`src/design/timer8_pkg.sv`:
```
// Register map, field layout, encodings and state types of the 8-bit timer core
package timer8_pkg;

   ////////////////////////////////////////////////////////////////////////////
   // Register bus geometry and register indices
   localparam int         ADDR_W       = 3;
   localparam int         DATA_W       = 8;
   localparam logic [2:0] OFF_CONTROL  = 3'h0;
   localparam logic [2:0] OFF_COUNTER  = 3'h1;
   localparam logic [2:0] OFF_COMPARE  = 3'h2;
   localparam logic [2:0] OFF_FLAGS    = 3'h3;
   localparam logic [2:0] OFF_MASK     = 3'h4;

   ////////////////////////////////////////////////////////////////////////////
   // Field positions
   localparam int         CTRL_WGM_LSB = 0;
   localparam int         CTRL_CS_LSB  = 2;
   localparam int         CTRL_COM_LSB = 5;
   localparam int         CTRL_FORCE   = 7;
   localparam int         FLAG_OVF_BIT = 0;
   localparam int         FLAG_CMP_BIT = 1;

   ////////////////////////////////////////////////////////////////////////////
   // Reset values and counter landmarks
   localparam logic [7:0] COUNTER_RST  = 8'h00;
   localparam logic [7:0] COMPARE_RST  = 8'h00;
   localparam logic [9:0] PRESCALE_RST = 10'h000;
   localparam logic [7:0] BOTTOM_VAL   = 8'h00;
   localparam logic [7:0] MAX_VAL      = 8'hff;

   ////////////////////////////////////////////////////////////////////////////
   // Encodings
   typedef enum logic [1:0] {
      WGM_NORMAL    = 2'h0,
      WGM_PHASE_PWM = 2'h1,
      WGM_CTC       = 2'h2,
      WGM_FAST_PWM  = 2'h3
   } wgm_t;

   localparam logic [1:0] COM_NONE     = 2'h0;
   localparam logic [1:0] COM_TOGGLE   = 2'h1;
   localparam logic [1:0] COM_CLEAR    = 2'h2;
   localparam logic [1:0] COM_SET      = 2'h3;

   localparam logic [2:0] CS_STOP      = 3'h0;
   localparam logic [2:0] CS_DIV1      = 3'h1;
   localparam logic [2:0] CS_DIV8      = 3'h2;
   localparam logic [2:0] CS_DIV64     = 3'h3;
   localparam logic [2:0] CS_DIV256    = 3'h4;
   localparam logic [2:0] CS_DIV1024   = 3'h5;
   localparam logic [2:0] CS_EXT_FALL  = 3'h6;
   localparam logic [2:0] CS_EXT_RISE  = 3'h7;

   ////////////////////////////////////////////////////////////////////////////
   // Carriers
   typedef struct packed {
      logic [1:0] compare_output_mode;
      logic [2:0] clock_select;
      wgm_t       waveform_mode_sel;
   } ctrl_t;

   typedef struct packed {
      logic       cmp;
      logic       ovf;
   } irq_bits_t;

   typedef struct packed {
      ctrl_t      ctrl;
      logic [7:0] counter_value;
      logic [7:0] compare_value;
      logic [7:0] compare_buf;
      logic       count_down;
      logic       compare_output;
      irq_bits_t  flags;
      irq_bits_t  mask;
      logic       match_block;
      logic [9:0] prescale;
      logic       ext_prev;
      logic [7:0] rdata;
   } state_t;

endpackage

```
`src/design/timer8_single_compare_core.sv`:
```
// 8-bit timer/counter with one output compare unit and a plain register port
//
// How it works
// - Counter and compare are 8-bit read/write registers.
// - Each request has a flag and mask bit.
// - Tick from prescaler or external pin edge.
// - Clock select zero stops the counter.
// - CPU counter write beats count or clear.
// - Mode bits pick clear, increment or decrement.
// - Bottom 0x00, max 0xFF, top per mode.
// - Equality sets compare flag on next tick.
// - Compare request needs enable and global enable.
// - Flag clears on service or written one.
// - Output follows match, modes, max and bottom.
// - Compare double buffered only in PWM modes.
// - Buffered compare loads at top or bottom.
// - Compare access hits buffer when double buffered.
// - Force strobe updates output, no flag, non-PWM.
// - Counter write blocks matches next tick.
// - Output state survives waveform mode changes.
// - Output mode bits act immediately, unbuffered.
// - Mode codes: normal 0, clear 2, fast 3.
// - Normal wraps 0xFF to 0x00, sets overflow.
// - Clear-on-match returns counter to zero.
// - Output mode zero never changes output.
//
// Design decisions made here: the address-and-strobe port and the register offsets.
module timer8_single_compare_core
   import timer8_pkg::*;
(
   // Clock and reset
   input  wire logic              clk_in,
   input  wire logic              nrst_in,
   // Register port
   input  wire logic [ADDR_W-1:0] reg_addr_in,
   input  wire logic [DATA_W-1:0] reg_wdata_in,
   input  wire logic              reg_wr_in,
   input  wire logic              reg_rd_in,
   output logic      [DATA_W-1:0] reg_rdata_out,
   // Core interface
   input  wire logic              global_irq_enable_in,
   input  wire logic              compare_irq_ack_in,
   input  wire logic              overflow_irq_ack_in,
   output logic                   compare_irq_out,
   output logic                   overflow_irq_out,
   // Pins
   input  wire logic              external_count_pin_in,
   output logic                   compare_output_out
);

   ////////////////////////////////////////////////////////////////////////////
   // State and decode helpers

   state_t     st_r;
   state_t     st_nxt;
   logic       timer_tick;
   logic       pwm_mode;
   logic       match_event;
   logic       overflow_event;
   logic       load_buffer;
   logic       max_tick;
   ctrl_t      ctrl_wr;
   irq_bits_t  flag_clear;

   // Compare action shared by real matches and forced matches in non-PWM modes
   function automatic logic com_action(input logic [1:0] com, input logic cur);
      case (com)
         COM_TOGGLE: com_action = ~cur;
         COM_CLEAR:  com_action = 1'b0;
         COM_SET:    com_action = 1'b1;
         default:    com_action = cur;
      endcase
   endfunction

   function automatic logic is_pwm(input wgm_t mode);
      is_pwm = (mode == WGM_PHASE_PWM) || (mode == WGM_FAST_PWM);
   endfunction

   assign ctrl_wr.waveform_mode_sel   = wgm_t'(reg_wdata_in[CTRL_WGM_LSB +: 2]);
   assign ctrl_wr.clock_select        = reg_wdata_in[CTRL_CS_LSB +: 3];
   assign ctrl_wr.compare_output_mode = reg_wdata_in[CTRL_COM_LSB +: 2];

   ////////////////////////////////////////////////////////////////////////////
   // Next-state logic

   always_comb
   begin
      st_nxt         = st_r;
      timer_tick     = 1'b0;
      match_event    = 1'b0;
      overflow_event = 1'b0;
      load_buffer    = 1'b0;
      max_tick       = 1'b0;
      flag_clear     = '0;
      pwm_mode       = is_pwm(st_r.ctrl.waveform_mode_sel);

      st_nxt.rdata    = '0;
      st_nxt.prescale = st_r.prescale + 10'h001;
      st_nxt.ext_prev = external_count_pin_in;

      // Tick source; the prescaler runs free so a switch of ratio keeps phase
      case (st_r.ctrl.clock_select)
         CS_STOP:     timer_tick = 1'b0;
         CS_DIV1:     timer_tick = 1'b1;
         CS_DIV8:     timer_tick = &st_r.prescale[2:0];
         CS_DIV64:    timer_tick = &st_r.prescale[5:0];
         CS_DIV256:   timer_tick = &st_r.prescale[7:0];
         CS_DIV1024:  timer_tick = &st_r.prescale;
         CS_EXT_FALL: timer_tick = st_r.ext_prev & ~external_count_pin_in;
         CS_EXT_RISE: timer_tick = ~st_r.ext_prev & external_count_pin_in;
         default:     timer_tick = 1'b0;
      endcase

      // Match seen during the current count value, acted on at the tick
      match_event = timer_tick && (st_r.counter_value == st_r.compare_value)
                    && !st_r.match_block;
      max_tick    = timer_tick && (st_r.counter_value == MAX_VAL);

      if (timer_tick)
      begin
         st_nxt.match_block = 1'b0;
         case (st_r.ctrl.waveform_mode_sel)
            WGM_NORMAL:
            begin
               st_nxt.count_down    = 1'b0;
               st_nxt.counter_value = st_r.counter_value + 8'h01;
               overflow_event       = max_tick;
            end
            WGM_CTC:
            begin
               st_nxt.count_down = 1'b0;
               if (st_r.counter_value == st_r.compare_value)
               begin
                  st_nxt.counter_value = BOTTOM_VAL;
               end
               else
               begin
                  st_nxt.counter_value = st_r.counter_value + 8'h01;
               end
               overflow_event = max_tick && (st_r.compare_value != MAX_VAL);
            end
            WGM_FAST_PWM:
            begin
               st_nxt.count_down    = 1'b0;
               st_nxt.counter_value = st_r.counter_value + 8'h01;
               overflow_event       = max_tick;
               load_buffer          = max_tick;
            end
            WGM_PHASE_PWM:
            begin
               if (!st_r.count_down)
               begin
                  if (st_r.counter_value == MAX_VAL)
                  begin
                     st_nxt.count_down    = 1'b1;
                     st_nxt.counter_value = st_r.counter_value - 8'h01;
                     load_buffer          = 1'b1;
                  end
                  else
                  begin
                     st_nxt.counter_value = st_r.counter_value + 8'h01;
                  end
               end
               else
               begin
                  if (st_r.counter_value == BOTTOM_VAL)
                  begin
                     st_nxt.count_down    = 1'b0;
                     st_nxt.counter_value = st_r.counter_value + 8'h01;
                  end
                  else
                  begin
                     st_nxt.counter_value = st_r.counter_value - 8'h01;
                     overflow_event       = (st_r.counter_value == 8'h01);
                  end
               end
            end
            default:
            begin
               st_nxt.counter_value = st_r.counter_value;
            end
         endcase
      end

      // Waveform generator; output state is never reset by a mode change
      if (match_event)
      begin
         case (st_r.ctrl.waveform_mode_sel)
            WGM_FAST_PWM:
            begin
               if (st_r.ctrl.compare_output_mode == COM_CLEAR)
               begin
                  st_nxt.compare_output = 1'b0;
               end
               else if (st_r.ctrl.compare_output_mode == COM_SET)
               begin
                  st_nxt.compare_output = 1'b1;
               end
            end
            WGM_PHASE_PWM:
            begin
               if (st_r.ctrl.compare_output_mode == COM_CLEAR)
               begin
                  st_nxt.compare_output = st_r.count_down;
               end
               else if (st_r.ctrl.compare_output_mode == COM_SET)
               begin
                  st_nxt.compare_output = ~st_r.count_down;
               end
            end
            default:
            begin
               st_nxt.compare_output = com_action(st_r.ctrl.compare_output_mode,
                                                  st_r.compare_output);
            end
         endcase
      end

      // Extreme cases: bottom restores the level in fast PWM, and a compare
      // value at max or bottom pins the phase-correct output steady
      if (st_r.ctrl.waveform_mode_sel == WGM_FAST_PWM && max_tick)
      begin
         if (st_r.ctrl.compare_output_mode == COM_CLEAR)
         begin
            st_nxt.compare_output = 1'b1;
         end
         else if (st_r.ctrl.compare_output_mode == COM_SET)
         begin
            st_nxt.compare_output = 1'b0;
         end
      end
      if (st_r.ctrl.waveform_mode_sel == WGM_PHASE_PWM && timer_tick
          && st_r.ctrl.compare_output_mode[1])
      begin
         if (st_r.compare_value == MAX_VAL)
         begin
            st_nxt.compare_output = (st_r.ctrl.compare_output_mode == COM_CLEAR);
         end
         else if (st_r.compare_value == BOTTOM_VAL)
         begin
            st_nxt.compare_output = (st_r.ctrl.compare_output_mode == COM_SET);
         end
      end

      // Buffered compare moves to the active register at top or bottom
      if (load_buffer && pwm_mode)
      begin
         st_nxt.compare_value = st_r.compare_buf;
      end

      ////////////////////////////////////////////////////////////////////////
      // CPU writes come last so that they override counting and clearing

      if (reg_wr_in)
      begin
         case (reg_addr_in)
            OFF_CONTROL:
            begin
               st_nxt.ctrl = ctrl_wr;
               // Forced match only in non-PWM modes; flag and counter untouched
               if (reg_wdata_in[CTRL_FORCE] && !is_pwm(ctrl_wr.waveform_mode_sel))
               begin
                  st_nxt.compare_output = com_action(ctrl_wr.compare_output_mode,
                                                     st_nxt.compare_output);
               end
            end
            OFF_COUNTER:
            begin
               st_nxt.counter_value = reg_wdata_in;
               st_nxt.match_block   = 1'b1;
            end
            OFF_COMPARE:
            begin
               st_nxt.compare_buf = reg_wdata_in;
               if (!pwm_mode)
               begin
                  st_nxt.compare_value = reg_wdata_in;
               end
            end
            OFF_FLAGS:
            begin
               flag_clear.ovf = reg_wdata_in[FLAG_OVF_BIT];
               flag_clear.cmp = reg_wdata_in[FLAG_CMP_BIT];
            end
            OFF_MASK:
            begin
               st_nxt.mask.ovf = reg_wdata_in[FLAG_OVF_BIT];
               st_nxt.mask.cmp = reg_wdata_in[FLAG_CMP_BIT];
            end
            default:
            begin
               st_nxt.mask = st_r.mask;
            end
         endcase
      end

      // Service acknowledge also clears; a new event in the same cycle wins
      flag_clear.cmp = flag_clear.cmp | compare_irq_ack_in;
      flag_clear.ovf = flag_clear.ovf | overflow_irq_ack_in;
      st_nxt.flags.cmp = (st_r.flags.cmp & ~flag_clear.cmp) | match_event;
      st_nxt.flags.ovf = (st_r.flags.ovf & ~flag_clear.ovf) | overflow_event;

      ////////////////////////////////////////////////////////////////////////
      // Reads: data stand in the cycle after the strobe only

      if (reg_rd_in)
      begin
         case (reg_addr_in)
            OFF_CONTROL:
            begin
               st_nxt.rdata[CTRL_WGM_LSB +: 2] = st_r.ctrl.waveform_mode_sel;
               st_nxt.rdata[CTRL_CS_LSB +: 3]  = st_r.ctrl.clock_select;
               st_nxt.rdata[CTRL_COM_LSB +: 2] = st_r.ctrl.compare_output_mode;
            end
            OFF_COUNTER:
            begin
               st_nxt.rdata = st_r.counter_value;
            end
            OFF_COMPARE:
            begin
               st_nxt.rdata = pwm_mode ? st_r.compare_buf : st_r.compare_value;
            end
            OFF_FLAGS:
            begin
               st_nxt.rdata[FLAG_OVF_BIT] = st_r.flags.ovf;
               st_nxt.rdata[FLAG_CMP_BIT] = st_r.flags.cmp;
            end
            OFF_MASK:
            begin
               st_nxt.rdata[FLAG_OVF_BIT] = st_r.mask.ovf;
               st_nxt.rdata[FLAG_CMP_BIT] = st_r.mask.cmp;
            end
            default:
            begin
               st_nxt.rdata = '0;
            end
         endcase
      end
   end

   ////////////////////////////////////////////////////////////////////////////
   // State register

   always_ff @(posedge clk_in or negedge nrst_in)
   begin
      if (!nrst_in)
      begin
         st_r                     <= '0;
         st_r.counter_value       <= COUNTER_RST;
         st_r.compare_value       <= COMPARE_RST;
         st_r.compare_buf         <= COMPARE_RST;
         st_r.prescale            <= PRESCALE_RST;
      end
      else
      begin
         st_r <= st_nxt;
      end
   end

   ////////////////////////////////////////////////////////////////////////////
   // Outputs

   assign reg_rdata_out      = st_r.rdata;
   assign compare_output_out = st_r.compare_output;
   // Requests are levels; the core's global enable gates them last
   assign compare_irq_out    = st_r.flags.cmp & st_r.mask.cmp & global_irq_enable_in;
   assign overflow_irq_out   = st_r.flags.ovf & st_r.mask.ovf & global_irq_enable_in;

endmodule // timer8_single_compare_core

```
`config.mk`:
```
export PLATFORM = sky130hd
export DESIGN_NAME = timer8_single_compare_core
export DESIGN_NICKNAME = d
export VERILOG_FILES = /design/src/design/timer8_pkg.sv /design/src/design/timer8_single_compare_core.sv
export SDC_FILE = /design/constraint.sdc
export NUM_CORES = 1
export LEC_CHECK = 0
export ABC_AREA = 1
export BUFFER_PORTS_ARGS = -buffer_cell sky130_fd_sc_hd__buf_4
export CELL_PAD_IN_SITES_DETAIL_PLACEMENT = 1
export CELL_PAD_IN_SITES_GLOBAL_PLACEMENT = 1
export CORE_MARGIN = 4
export CORE_UTILIZATION = 44
export CTS_BUF_LIST = sky130_fd_sc_hd__clkbuf_16
export CTS_CLUSTER_DIAMETER = 40
export DETAILED_ROUTE_END_ITERATION = 16
export HOLD_SLACK_MARGIN = 0.1
export PLACE_DENSITY_LB_ADDON = 0.1
export SYNTH_ARGS = -nofsm -noshare
export SYNTH_HDL_FRONTEND = slang
export SYNTH_SLANG_ARGS = --single-unit
```
`constraint.sdc`:
```
create_clock -name clk_in -period 2.2 [get_ports clk_in]
set_clock_uncertainty 0.1 [all_clocks]
set_input_delay 0.33 -clock clk_in [delete_from_list [all_inputs] [get_ports clk_in]]
set_output_delay 0.33 -clock clk_in [all_outputs]
set_load 0.01 [all_outputs]
```
### Word-level counts from Yosys, hierarchy flattened

Index checks and enable logic that the tools add are counted.

| operators by class | value |
|---|---|
| add/sub/neg operators | 3 |
| multiply operators | 0 |
| div/mod/pow operators | 0 |
| magnitude comparators | 0 |
| equality and inequality tests | 27 |
| shift operators | 0 |
| muxes and demuxes | 50 |
| bitwise operators | 19 |
| reduce and logical (&&, ||, !) cells | 27 |

Operators with widths:

| cell | count |
|---|---|
| 8-bit 2-to-1 mux | 10 |
| 1-bit 2-to-1 mux | 25 |
| 24-bit 2-to-1 mux | 1 |
| 8-bit case mux with 3 select lines | 1 |
| 8-bit == test (second input constant) | 2 |
| 8-bit zero test | 2 |
| 16-bit 2-to-1 mux | 1 |
| 3-bit == test (second input constant) | 5 |
| 5-bit case mux with 3 select lines | 1 |
| 2-bit == test (second input constant) | 7 |
| 3-bit by 2-bit == test with 1-bit output (second input constant) | 4 |
| 10-bit by 1-bit adder with 10-bit output (second input constant) | 1 |
| 2-bit case mux with 5 select lines | 1 |
| 10-bit AND reduction | 1 |
| 1-bit logical AND | 9 |
| 1-bit case mux with 3 select lines | 3 |
| 8-bit by 1-bit adder with 8-bit output (second input constant) | 1 |
| 1-bit AND | 8 |
| 2-bit by 1-bit == test with 1-bit output (second input constant) | 4 |
| 8-bit by 1-bit == test with 1-bit output (second input constant) | 1 |
| 8-bit == test | 1 |
| 8-bit != test (second input constant) | 1 |
| 1-bit case mux with 2 select lines | 4 |
| 1-bit case mux with 8 select lines | 1 |
| 15 further kinds | 31 |

| word-level totals | value |
|---|---|
| register bits | 57 |
| bits in latches | 0 |
| memory bits (writable) | 0 |
| bits in read-only memories | 0 |
| output and inout port bits | 11 |
| logic and storage cells | 142 |
| memories kept | 0 |

### Logic depth before layout (Yosys ltp)

| logic depth | value |
|---|---|
| depth after elaboration | 17 |
| depth in mapped cells | 19 |
| depth with buffers taken out | 18 |

### Worst setup path after synthesis

OpenSTA, ideal clock, no wires.

| timing path | value |
|---|---|
| path type | reg2reg |
| from | register st_r[9] in the netlist's numbering |
| to | register st_r, in the netlist compare_output_out |
| setup time | 0.116 ns |
| arrival | 1.765 ns |
| required time | 1.984 ns |
| path slack | 0.218 ns |
| cell stages (with the launch flop) | 18 |
| buffers on the path | 1 |
| clock period less this slack | 1.982 ns |
| cells stage by stage | dfrtp_1 > ha_1 > ha_1 > nand2_1 > a21oi_1 > nand2_1 > nand3_4 > buf_6 > nand4_1 > nand3_2 > nand3_2 > nand2_1 > nand2_1 > nand2_2 > nand3_1 > nand2_1 > nand2_1 > nand2_1 |

RTL lines:

| what | RTL line | text |
|---|---|---|
| start: declaration | timer8_single_compare_core.sv:54 | `state_t st_r;` |
| start signal: assignment | timer8_single_compare_core.sv:356 | `st_r <= st_nxt;` |

==> flow_summary.json <==
{
  "grt_pass1_wl_um": 19700,
  "synthMuxAreaShare_pct": 0,
  "rr_worst_depth": 18,
  "leakage_nw": 2.14,
  "cts_buffer_depth": 2,
  "peakVddDrop_v": 0.000522,
  "drt_iter0_markers": 127,
  "antenna_found_initial": 0,
  "wl_um": 12000,
  "synthesis.area_um2": 3580,
  "synthAdderAreaFrac_pct": 3.15,
  "cp_num_cells": 18,
  "fmax_ghz": 0.450,
  "setup_slack_ns": -0.0213,
  "worst-path-max-fanout": 7,
  "arrival_ns": 2.34,
  "start_util_pct": 45.8,
  "finalSetupViolCount": 1,
  "hold_viol": 0,
  "avgViaCountPerCell": 5.54,
  "overflow": 0,
  "grt_pass1_vias": 3689,
  "tightest_slew_ns": 0.739,
  "yosys_warnings": 0,
  "cts_sinks": 57,
  "firstDrtPassIters": 4,
  "place_congestion": 0.922,
  "slew_headroom_pct": 50.7,
  "synth-compound-area-share_pct": 15.4,
  "synth_top_cell_area_share_pct": 39.8,
  "cts_tree": "done",
  "place_area_um2": 3940,
  "drv_slew": 0,
  "drc": 0,
  "syn2layout_area_growth_pct": 25.2,
  "synthSimpleGateAreaFrac_pct": 27.1,
  "die_x_um": 98.2,
  "synth.area.top_cells": "dfrtp_1 (40%), nand2_1 (11%), o21ai_0 (5.3%), nor2_1 (4.9%), inv_1 (4.8%)",
  "cts_root_buf": "clkbuf_16",
  "outcome": "complete, but fails checks",
  "yosysUniqueCellTypes": 35,
  "path_cells": "ha_4 -> ha_4 -> nand2_2 -> a21oi_2 -> nand2_2 -> nand3_4 -> buf_12 -> nand4_1 -> nand3_2 -> nand3_2 -> nand2_2 -> nand2_2 -> nand2_2 -> nand2_2 -> nand2_1 -> nand2_1 -> nand2_1 -> nand2_1",
  "cp_common_cell": "nand2_2",
  "ant_nets": 0,
  "synth_top_family_by_area": "simple AND/OR/NAND/NOR gates",
  "synth_xor_area_share_pct": 4.65,
  "start_kind": "flip-flop",
  "cap_viol_max_count": 0,
  "worst-path-buf-inv": 1,
  "io_pins": 30,
  "postSynthCellCount": 469,
  "period_minus_slack_ns": 2.22,
  "design_area_um2": 4480,
  "period_share_pct": 101,
  "yosysTopAreaCell": "dfrtp_1",
  "fp.coreArea_um2": 7810,
  "grt_max_degree": 58,
  "yosysSeqAreaShare_pct": 39.8,
  "powerDensity_nw_per_um2": 1050,
  "clock_latency_ns": 0.33,
  "vias": 3475,
  "crit_family": "simple AND/OR/NAND/NOR gates",
  "violations": "setup timing",
  "fillers": 967,
  "grt_use_total_pct": 25.7,
  "pre_cts_ws_ns": -0.0158,
  "whs_ns": 0.112,
  "drive_above_1_share_pct": 25.1,
  "clkTransAtPathRegs_ns": 0.06,
  "dp_hpwl_um": 8570,
  "numPortBuffers": 29,
  "holdPathStages": 2,
  "cpPeakStageDelay_ns": 0.39,
  "hold_path_class": "input port to flip-flop",
  "syn_nets": 497,
  "p_total_mw": 4.72,
  "cpMaxStageDelayCell": "dfrtp_1",
  "dieArea_um2": 9640,
  "worst_setup_path_end_kind": "flip-flop",
  "fp.dieH_um": 98.2,
  "cts_buffers": 9,
  "nets": 548,
  "rsz0062_at_grt": "true",
  "synth_seq_cells": 57,
  "critPathRequiredTime_ns": 2.32,
  "cts_max_level": 3,
  "critical_path_class": "flip-flop to flip-flop",
  "rows": 32,
  "avgSynthCellArea_um2": 7.63,
  "diodes": 0,
  "wl_per_cell_um": 19.1
}
-- routing by layer --
metal | global-route usage [%] | vias to the layer above | part of all wire [%]
li1 | - | 1651 | -
met1 | 35.4 | 1735 | 45
met2 | 41.5 | 75 | 49
met3 | 4.93 | 14 | 4.3
met4 | 7.04 | 0 | 1.4
met5 | 0 | - | 0
-- logic make-up (layout without fill, tap and decap cells) --
logic type,after synthesis,after routing
DFF,57,57
AOI/OAI and AO/OA,96,96
xor gates and xnor gates,19,19
adders and majority gates,9,9
buffers and inverters,77,133
and+or+nand+nor,211,211
-- placed cells by master (no fill, tap or decap), types with 3 or more instances in the layout --
cell type	instances
inv_2	12
nand2_1	91
nor2_2	5
clkbuf_16	9
a21oi_1	22
nor3_1	11
nand3_1	20
o22ai_1	8
nand4_1	6
o31ai_1	3
ha_1	5
nor2_1	44
a31oi_1	13
xnor2_1	5
nand2_2	20
o21ai_0	38
inv_1	45
nand3_4	3
nor3_2	3
buf_4	54
xor2_1	14
ha_4	3
dfrtp_1	55
a221oi_1	5
-- per-stage QoR --
stage               instances  setup TNS (ns)  utilization (%)
finish                    627         -0.0213             57.4
global route              627          -0.560             57.4
CTS                       624               0             56.0
detailed placement        599         -0.0311             50.5
global placement          599               0             50.5
floorplan                 469               0                -
-- power by group --
part / internal (mW) / switching [mW]
Combinational: 0.667 / 1.06
Sequential: 1.27 / 0.340
Clock: 0.874 / 0.510
-- final cells by class --
type / instances / area [µm²] / area share (%)
Clock buffer: 9 / 225 / 5.02
Clock inverter: 7 / 71.3 / 1.59
Inverter: 57 / 216 / 4.83
Multi-Input combinational cell: 335 / 1920 / 42.9
Sequential cell: 57 / 1430 / 31.9
Tap cell: 102 / 128 / 2.85
Timing Repair Buffer: 60 / 489 / 10.9
-- state kept, by name (all words and copies together) (netlist names) --
signal and count:
reg_rdata_out 8, compare_output_out 1, st_r 48
-- path summary, 6_finish.rpt --
path	slack, ns	from	endpoint
max	-0.02	st_r[9]	compare_output_out
min	0.11	compare_irq_ack_in	st_r[23]
max reg2reg	-0.02	st_r[9]	compare_output_out
min reg2reg	0.37	st_r[16]	st_r[16]
max in group asynchronous	0.97	nrst_in	st_r[46]
min in group asynchronous	0.52	nrst_in	st_r[45]
-- worst register-to-register path, delay by kind of cell, from the launching register on --
| family | cells | cell delay, ns |
|---|---|---|
| simple gates | 14 | 1.04 |
| flops | 1 | 0.39 |
| fa+ha+maj | 2 | 0.31 |
| compound gates | 1 | 0.15 |
| buf+inv | 1 | 0.13 |
-- synth_stat cells (all sizes together) --
library cell and count:
a21oi 23, a221oi 5, a31oi 16, buf 15, clkbuf 5, dfrtp 57
ha 9, inv 57, nand2 111, nand3 25, nand3b 1, nand4 6
nor2 52, nor3 14, nor4 2, o211ai 1, o21ai 39, o21bai 1
o22ai 8, o31ai 3, xnor2 5, xor2 14
-- timing repair --
item                                    4_1_cts  5_1_grt
buffers inserted                              6        3
hold endpoints to repair                     59        0
pin swaps                                     5       19
resized for setup                             8       28
hold buffers                                  3        0
endpoints found under the setup margin        9       19
Power figures use the tool's default switching activity.
